### src/fsk_squelch_pkg.sv
// Constants, register map and state types of the squelch and Bit Stream logic
// Notes on behaviour
// - Low-threshold squelch mode during cable-type detection
// - High-threshold squelch mode while watching for packets
// - Channel idle below operating threshold, else busy; busy is held low in cable mode
// - Single-cycle supply spikes on the squelch never raise the busy indication
// - Dead-battery port sends alternating zero-one Bit Stream
// - Last preamble of the stream may be short
// - Send until capabilities ready or supply safe-zero
// - Detected after 128 alternating bits; mismatch restarts
// - Stopped once squelch closed for the timeout
// - Stream bits bypass the 4b5b symbol encoder
package fsk_squelch_pkg;

  // Register byte offsets
  localparam logic [7:0] CTRL_OFFSET   = 8'h00;
  localparam logic [7:0] STATUS_OFFSET = 8'h04;
  localparam logic [7:0] COUNT_OFFSET  = 8'h08;

  // Control fields
  localparam int CTRL_CABLE_MODE_BIT = 0;
  localparam int CTRL_TX_ENABLE_BIT  = 1;
  localparam int CTRL_CAPS_READY_BIT = 2;
  localparam logic [31:0] CTRL_RESET = 32'h0000_0000;

  // Status fields; stopped flag is write-one-to-clear
  localparam int STAT_BUSY_BIT      = 0;
  localparam int STAT_DETECTED_BIT  = 1;
  localparam int STAT_STOPPED_BIT   = 2;
  localparam int STAT_TX_ACTIVE_BIT = 3;
  localparam int STAT_SAFE_ZERO_BIT = 4;

  // Bit Stream figures
  localparam int PREAMBLE_BITS     = 64;
  localparam int STREAM_MATCH_BITS = 128;
  localparam int MATCH_W           = 8;
  localparam int PREAMBLE_W        = 6;

  // Timing: 25 MHz clock, least stream end timeout rounded up
  localparam int CLOCK_KHZ             = 25000;
  localparam int STREAM_END_TIMEOUT_US = 1000;
  localparam int STREAM_END_CYCLES =
    (STREAM_END_TIMEOUT_US * CLOCK_KHZ + 999) / 1000;
  localparam int TIMER_W = 15;

  localparam int SYNC_STAGES = 3;

  typedef enum logic [1:0] {
    TX_IDLE = 2'b01,
    TX_SEND = 2'b10
  } tx_state_type;

  typedef enum logic [1:0] {
    RX_HUNT   = 2'b01,
    RX_LOCKED = 2'b10
  } rx_state_type;

endpackage

### src/rx_stream_if.sv
// Signals between the register block and the Bit Stream detector
`timescale 1ns/100ps
interface rx_stream_if;
  import fsk_squelch_pkg::*;

  logic               squelch_open;
  logic               rx_bit;
  logic               rx_bit_valid;
  logic               detected;
  logic               stopped;
  logic [MATCH_W-1:0] match_count;

  modport detector (
    input  squelch_open,
    input  rx_bit,
    input  rx_bit_valid,
    output detected,
    output stopped,
    output match_count
  );

  modport control (
    output squelch_open,
    output rx_bit,
    output rx_bit_valid,
    input  detected,
    input  stopped,
    input  match_count
  );
endinterface

### src/fsk_bitstream_squelch_logic.sv
// Top: APB registers, squelch mode, idle detect and Bit Stream sender
`timescale 1ns/100ps
module fsk_bitstream_squelch_logic #(
  parameter int TIMEOUT_CYCLES = fsk_squelch_pkg::STREAM_END_CYCLES
) (
  input  wire logic        pclk,
  input  wire logic        presetn,
  input  wire logic        psel,
  input  wire logic        penable,
  input  wire logic        pwrite,
  input  wire logic [7:0]  paddr,
  input  wire logic [31:0] pwdata,
  output logic [31:0]      prdata,
  output logic             pready,
  output logic             pslverr,
  input  wire logic        squelch_open_pin,
  input  wire logic        supply_safe_zero_pin,
  input  wire logic        rx_bit,
  input  wire logic        rx_bit_valid,
  input  wire logic        tx_bit_request,
  output logic             squelch_mode_cable,
  output logic             channel_busy,
  output logic             tx_bit,
  output logic             tx_bit_valid,
  output logic             encoder_bypass,
  output logic             stream_detected,
  output logic             stream_stopped
);
  import fsk_squelch_pkg::*;

  typedef struct packed {
    logic [SYNC_STAGES-1:0] sq_sync;
    logic [SYNC_STAGES-1:0] sz_sync;
    logic                   sq_level;
    logic                   sz_level;
    logic                   cable_mode;
    logic                   tx_enable;
    logic                   caps_ready;
    logic                   stopped_flag;
    logic                   pready;
    logic                   pslverr;
    logic [31:0]            prdata;
    logic                   busy;
    tx_state_type           tx_state;
    logic                   tx_bit;
    logic                   tx_bit_valid;
    logic [PREAMBLE_W-1:0]  pre_index;
    logic                   mode_out;
    logic                   bypass;
    logic                   detected;
    logic                   stopped;
  } top_state_type;

  top_state_type cur;
  top_state_type next_cur;

  rx_stream_if rx ();

  stream_detector #(
    .TIMEOUT_CYCLES (TIMEOUT_CYCLES)
  ) u_detector (
    .pclk    (pclk),
    .presetn (presetn),
    .rx      (rx.detector)
  );

  assign rx.squelch_open = cur.sq_level;
  assign rx.rx_bit       = rx_bit;
  assign rx.rx_bit_valid = rx_bit_valid;

  function automatic logic addr_mapped(input logic [7:0] a);
    addr_mapped = (a == CTRL_OFFSET) || (a == STATUS_OFFSET) ||
                  (a == COUNT_OFFSET);
  endfunction

  function automatic logic [31:0] read_word(input logic [7:0] a,
                                            input top_state_type s,
                                            input logic [MATCH_W-1:0] cnt);
    read_word = 32'h0000_0000;
    if (a == CTRL_OFFSET) begin
      read_word[CTRL_CABLE_MODE_BIT] = s.cable_mode;
      read_word[CTRL_TX_ENABLE_BIT]  = s.tx_enable;
      read_word[CTRL_CAPS_READY_BIT] = s.caps_ready;
    end else if (a == STATUS_OFFSET) begin
      read_word[STAT_BUSY_BIT]      = s.busy;
      read_word[STAT_DETECTED_BIT]  = s.detected;
      read_word[STAT_STOPPED_BIT]   = s.stopped_flag;
      read_word[STAT_TX_ACTIVE_BIT] = (s.tx_state == TX_SEND);
      read_word[STAT_SAFE_ZERO_BIT] = s.sz_level;
    end else if (a == COUNT_OFFSET) begin
      read_word[MATCH_W-1:0] = cnt;
    end
  endfunction

  logic setup_phase;
  logic write_done;
  logic clear_stopped;
  logic tx_stop;

  always_comb begin
    setup_phase   = psel && !penable;
    write_done    = psel && penable && cur.pready && pwrite && !cur.pslverr;
    clear_stopped = write_done && (paddr == STATUS_OFFSET) &&
                    pwdata[STAT_STOPPED_BIT];
    tx_stop       = cur.caps_ready || cur.sz_level;

    next_cur = cur;

    // Pins from the analog side; stage one feeds only stage two
    next_cur.sq_sync = {cur.sq_sync[SYNC_STAGES-2:0], squelch_open_pin};
    next_cur.sz_sync = {cur.sz_sync[SYNC_STAGES-2:0], supply_safe_zero_pin};
    // A level only counts once two stages agree, which also rejects
    // single-cycle spikes that supply ripple can put on the squelch
    if (cur.sq_sync[1] == cur.sq_sync[2]) begin
      next_cur.sq_level = cur.sq_sync[2];
    end
    if (cur.sz_sync[1] == cur.sz_sync[2]) begin
      next_cur.sz_level = cur.sz_sync[2];
    end

    // Zero-wait APB slave: answer in the first access cycle
    next_cur.pready  = setup_phase;
    next_cur.pslverr = setup_phase && !addr_mapped(paddr);
    if (setup_phase) begin
      next_cur.prdata = read_word(paddr, cur, rx.match_count);
    end
    if (write_done && paddr == CTRL_OFFSET) begin
      next_cur.cable_mode = pwdata[CTRL_CABLE_MODE_BIT];
      next_cur.tx_enable  = pwdata[CTRL_TX_ENABLE_BIT];
      next_cur.caps_ready = pwdata[CTRL_CAPS_READY_BIT];
    end

    // Squelch threshold select follows the control register cable-mode bit
    next_cur.mode_out = next_cur.cable_mode;
    // Busy only in packet-watch mode, where the comparator uses the
    // operating threshold; the low threshold would trip on noise
    next_cur.busy = cur.sq_level && !cur.cable_mode;

    // Detector results; set wins over software clear
    next_cur.detected = rx.detected;
    next_cur.stopped  = rx.stopped;
    if (rx.stopped) begin
      next_cur.stopped_flag = 1'b1;
    end else if (clear_stopped) begin
      next_cur.stopped_flag = 1'b0;
    end

    // Bit Stream sender, paced by the modulator's bit request
    next_cur.tx_bit_valid = 1'b0;
    case (cur.tx_state)
      TX_IDLE: begin
        next_cur.bypass = 1'b0;
        if (cur.tx_enable && !tx_stop) begin
          next_cur.tx_state  = TX_SEND;
          next_cur.bypass    = 1'b1;
          next_cur.tx_bit    = 1'b1;
          next_cur.pre_index = '0;
        end
      end
      TX_SEND: begin
        // Ends on any bit; a short final preamble is allowed
        if (tx_stop || !cur.tx_enable) begin
          next_cur.tx_state  = TX_IDLE;
          next_cur.tx_enable = 1'b0;
          next_cur.bypass    = 1'b0;
        end else if (tx_bit_request) begin
          next_cur.tx_bit       = !cur.tx_bit;
          next_cur.tx_bit_valid = 1'b1;
          next_cur.pre_index    = cur.pre_index + PREAMBLE_W'(1);
        end
      end
      default: begin
        next_cur.tx_state = TX_IDLE;
      end
    endcase
  end

  always_ff @(posedge pclk or negedge presetn) begin
    if (!presetn) begin
      cur <= '{tx_state: TX_IDLE, default: '0};
    end else begin
      cur <= next_cur;
    end
  end

  assign prdata             = cur.prdata;
  assign pready             = cur.pready;
  assign pslverr            = cur.pslverr;
  assign squelch_mode_cable = cur.mode_out;
  assign channel_busy       = cur.busy;
  assign tx_bit             = cur.tx_bit;
  assign tx_bit_valid       = cur.tx_bit_valid;
  assign encoder_bypass     = cur.bypass;
  assign stream_detected    = cur.detected;
  assign stream_stopped     = cur.stopped;
endmodule

### src/stream_detector.sv
// Receive side: Bit Stream match counter and stream end timer
`timescale 1ns/100ps
module stream_detector #(
  parameter int TIMEOUT_CYCLES = fsk_squelch_pkg::STREAM_END_CYCLES
) (
  input  wire logic   pclk,
  input  wire logic   presetn,
  rx_stream_if.detector rx
);
  import fsk_squelch_pkg::*;

  typedef struct packed {
    rx_state_type       state;
    logic               last_bit;
    logic [MATCH_W-1:0] count;
    logic [TIMER_W-1:0] timer;
    logic               detected;
    logic               stopped;
  } det_state_type;

  localparam logic [MATCH_W-1:0] MATCH_TARGET = MATCH_W'(STREAM_MATCH_BITS);
  localparam logic [TIMER_W-1:0] TIMER_LAST   = TIMER_W'(TIMEOUT_CYCLES - 1);

  det_state_type cur;
  det_state_type next_cur;

  always_comb begin
    next_cur = cur;
    next_cur.stopped = 1'b0;
    // Matching continues while locked so a new stream is seen afresh
    if (rx.rx_bit_valid) begin
      next_cur.last_bit = rx.rx_bit;
      if (cur.count != '0 && rx.rx_bit == cur.last_bit) begin
        next_cur.count = MATCH_W'(1);
      end else if (cur.count != MATCH_TARGET) begin
        next_cur.count = cur.count + MATCH_W'(1);
      end
    end
    case (cur.state)
      RX_HUNT: begin
        next_cur.timer = '0;
        if (cur.count == MATCH_TARGET) begin
          next_cur.state    = RX_LOCKED;
          next_cur.detected = 1'b1;
        end
      end
      RX_LOCKED: begin
        // Any opening of the squelch restarts the closed interval
        if (rx.squelch_open) begin
          next_cur.timer = '0;
        end else if (cur.timer == TIMER_LAST) begin
          next_cur.state    = RX_HUNT;
          next_cur.detected = 1'b0;
          next_cur.stopped  = 1'b1;
          next_cur.count    = '0;
          next_cur.timer    = '0;
        end else begin
          next_cur.timer = cur.timer + TIMER_W'(1);
        end
      end
      default: begin
        next_cur.state = RX_HUNT;
      end
    endcase
  end

  always_ff @(posedge pclk or negedge presetn) begin
    if (!presetn) begin
      cur <= '{state: RX_HUNT, default: '0};
    end else begin
      cur <= next_cur;
    end
  end

  assign rx.detected    = cur.detected;
  assign rx.stopped     = cur.stopped;
  assign rx.match_count = cur.count;
endmodule
### config.mk
export PLATFORM = sky130hd
export DESIGN_NAME = fsk_bitstream_squelch_logic
export DESIGN_NICKNAME = d
export VERILOG_FILES = /design/src/fsk_squelch_pkg.sv /design/src/rx_stream_if.sv /design/src/fsk_bitstream_squelch_logic.sv /design/src/stream_detector.sv
export SDC_FILE = /design/constraint.sdc
export NUM_CORES = 1
export LEC_CHECK = 0
export BUFFER_PORTS_ARGS = -buffer_cell sky130_fd_sc_hd__buf_2
export CAP_MARGIN = 20
export CORE_MARGIN = 2
export CORE_UTILIZATION = 55
export CTS_BUF_LIST = sky130_fd_sc_hd__clkbuf_4
export DETAILED_ROUTE_END_ITERATION = 7
export GPL_ROUTABILITY_DRIVEN = 0
export PLACE_DENSITY_LB_ADDON = 0.25
export SLEW_MARGIN = 10
export SYNTH_ARGS = -nofsm -noshare
export SYNTH_HDL_FRONTEND = slang
export SYNTH_SLANG_ARGS = --single-unit
export TNS_END_PERCENT = 100
### constraint.sdc
create_clock -name pclk -period 4.1 [get_ports pclk]
set_input_delay 0.82 -clock pclk [delete_from_list [all_inputs] [get_ports pclk]]
set_output_delay 0.82 -clock pclk [all_outputs]
set_load 0.02 [all_outputs]
==> results.json <==
{
  "utilization_pct": 61.76,
  "clk_pin_slew_ps": 100,
  "stdcell_area_mm2": 0.003401,
  "drtAntennaViolNets": 0,
  "cp-start-kind": "register",
  "setup_viol": 0,
  "grt.met3_usage_pct": 3.846,
  "muxShareOfSynthArea_pct": 2.595,
  "die_w_um": 79.49,
  "cts_tree": "done",
  "drt_iter0_drc": 128,
  "synth-adder-area-share_pct": 2.635,
  "die_area_mm2": 0.006319,
  "worstPathArrival_ps": 2710,
  "switchingPower_w": 0.0004192,
  "cts_setup_buffers": 0,
  "drc": 0,
  "slew_violations": 0,
  "placementRows": 27,
  "syn_area_per_cell_um2": 9.704,
  "synth-compound-area-share_pct": 13.69,
  "core_area_mm2": 0.005507,
  "power.internal_w": 0.001010,
  "outcome": "complete, no violations",
  "hold_buffers": 0,
  "swShare_pct": 29.33,
  "clkPwrFrac_pct": 36.9,
  "dr.pass1.iters": 4,
  "vdd_drop_max_uv": 272.6,
  "gr-total-overflow": 0,
  "path_class": "register to register",
  "grt_start_max_net_pins": 38,
  "wl_mm": 5.945,
  "synth_top_family_by_area": "simple AND/OR/NAND/NOR gates",
  "leakage_nw": 1.608,
  "min_period_over_period_pct": 58.29,
  "cp_max_fo": 14,
  "cts-root-buf": "clkbuf_4",
  "seqPwrFrac_pct": 47.9,
  "p_comb_share_pct": 15.2,
  "netlist_area_mm2": 0.003134,
  "relSlewSlack_pct": 45.50,
  "placed_area_mm2": 0.003216,
  "finClkSkew_ps": 16.56,
  "grt_pass1_vias": 2241,
  "vias": 2374,
  "finalHoldViolCount": 0,
  "synthToLayoutAreaGrowth_pct": 8.503,
  "min_period_ps": 2390,
  "synthSimpleGateAreaFrac_pct": 22.32,
  "groute.usage.overall_pct": 20.54,
  "diodes": 0,
  "setup-tns-final_ps": 0,
  "end_kind": "register",
  "maxCapViolations": 0,
  "cts_made_buffers": 9,
  "grt_busiest_layer": "met2",
  "grt_util_met2_pct": 34.37,
  "p_per_area_mw_per_mm2": 420.3,
  "ys_ff_latch": 58,
  "max_freq_mhz": 418.4,
  "dp_hpwl_mm": 4.266,
  "clkSinkCount": 58,
  "fin_nets": 408,
  "ys_seq_area_share_pct": 46.39,
  "clockBufferDepth": 2,
  "max_slew.worst_pin.slew_ps": 817.5,
  "clock_latency_ps": 410,
  "wl_per_cell_um": 13.83,
  "cp.required_ps": 4420,
  "async_flop_share_pct": 100.0,
  "htreeDepth": 3,
  "netlist_instances": 323,
  "drive_above_1_share_pct": 19.55,
  "synth_cell_types": 58,
  "ios": 91,
  "start_util_pct": 56.92,
  "synth_top_flop_cell": "dfrtp_1",
  "ctsResizeCount": 0,
  "synth_edf_count": 0,
  "grt_pass1_wl_mm": 10.14,
  "antenna_found_initial": 0,
  "rsz0062_at_grt": "no",
  "vias_per_cell": 5.521,
  "min_path_type": "register to register",
  "yosys_warnings": 0,
  "synthXorXnorAreaFrac_pct": 1.397,
  "port-buffer-count": 37,
  "die_h_um": 79.49,
  "grtUsageMet1_pct": 25.63
}
==> cell type report <==
type / instances / area (um^2)
multi-input combinational: 232 / 1426
clock buffer: 9 / 67.56
inverter: 14 / 52.55
tap: 72 / 90.09
fill: 495 / 2106
clock inverter: 7 / 117.6
sequential: 58 / 1454
timing repair buffer: 38 / 192.7
==> synthesized netlist by cell type, types with 6 or more instances <==
cell | n | area, um^2
nor2b_1 | 6 | 37.54
buf_4 | 34 | 255.2
a21oi_1 | 20 | 100.1
nand3_1 | 10 | 50.05
inv_1 | 14 | 52.55
o31ai_1 | 6 | 45.04
dfrtp_1 | 56 | 1401
nand4_1 | 11 | 68.82
nand2_1 | 35 | 131.4
clkbuf_1 | 6 | 22.52
nor2_1 | 18 | 67.56
o21ai_0 | 15 | 75.07
==> routing by layer <==
metal  routed length, um  part of all wire, %
met1                2648                   45
met2                2905                   49
met3                 267                  4.5
met4                 124                  2.1
met5                   0                    0
==> power groups by stage <==
stage                     Combinational, W  Clock (W)  Sequential [W]
after floorplan                   0.000179          0        0.000684
after global placement            0.000212          0        0.000691
after detailed placement          0.000219          0        0.000694
after CTS                         0.000219   0.000540        0.000683
after global routing              0.000249   0.000565        0.000694
final                             0.000218   0.000527        0.000684
==> critical path: stages, from the launching register on <==
cell and delay [ps]:
dfstp_2 570, inv_1 50, ha_1 470, and4b_1 510, nand3_4 140, or4_1 420
a22oi_1 170
==> through the flow <==
step,std cells,hold WS [ps],setup WS [ps],total power (W)
final,430,354.9,1710,0.001429
after detailed placement,414,334.7,1736,0.0009129
after floorplan,346,331.2,2073,0.0008628
after global placement,414,336.5,1760,0.0009028
after CTS,430,356.5,1713,0.001442
after global routing,430,363.6,1574,0.001508
==> worst paths after layout <==
path                                           startpoint                        endpoint  slack [ps]  depth (start not counted)
min                                     cur[58]$_DFF_PN0_               cur[59]$_DFF_PN0_         350                          0
max reg2reg                u_detector.cur[26]$_DFFE_PN1P_  u_detector.cur[11]$_DFFE_PN0P_        1710                          6
max in group asynchronous                         presetn             cur[12]$_DFFE_PN1P_        2750                          2
min in group asynchronous                         presetn          tx_bit_valid$_DFF_PN0_         480                          1
max                        u_detector.cur[26]$_DFFE_PN1P_  u_detector.cur[11]$_DFFE_PN0P_        1710                          6
min reg2reg                             cur[58]$_DFF_PN0_               cur[59]$_DFF_PN0_         350                          0
==> sequential cells by signal, summed over array words and instances, names as in the netlist, 8 cells and up <==
| signal | cells |
|---|---|
| u_detector.cur | 18 |
| u_detector.rx.match_count | 8 |
| prdata | 8 |
| cur | 12 |
==> cells by family (layout without fill, tap and decap cells) <==
kind of cell,Yosys count,in the layout
simple gates,121,121
fa+ha+maj,7,7
other cells,1,24
mux,7,7
xor+xnor,5,5
buf+inv,56,68
flops,58,58
compound gates,68,68
==> cell usage in the layout, fill, tap and decap left out, types with 4 or more instances in the layout <==
master / Yosys / final
nand2_1: 35 / 35
xor2_1: 5 / 5
o31ai_1: 6 / 6
a21oi_1: 20 / 20
nor2_1: 18 / 18
buf_2: 1 / 37
dfrtp_1: 56 / 56
nor4_1: 4 / 4
a31oi_1: 5 / 5
nor2b_1: 6 / 6
mux2i_1: 4 / 4
inv_1: 14 / 14
ha_1: 5 / 5
nor3_1: 5 / 5
nand3_1: 10 / 10
clkbuf_4: 0 / 9
o21ai_0: 15 / 15
conb_1: 1 / 24
nand4_1: 11 / 11
Note: power is estimated with default switching activity, not from simulation.
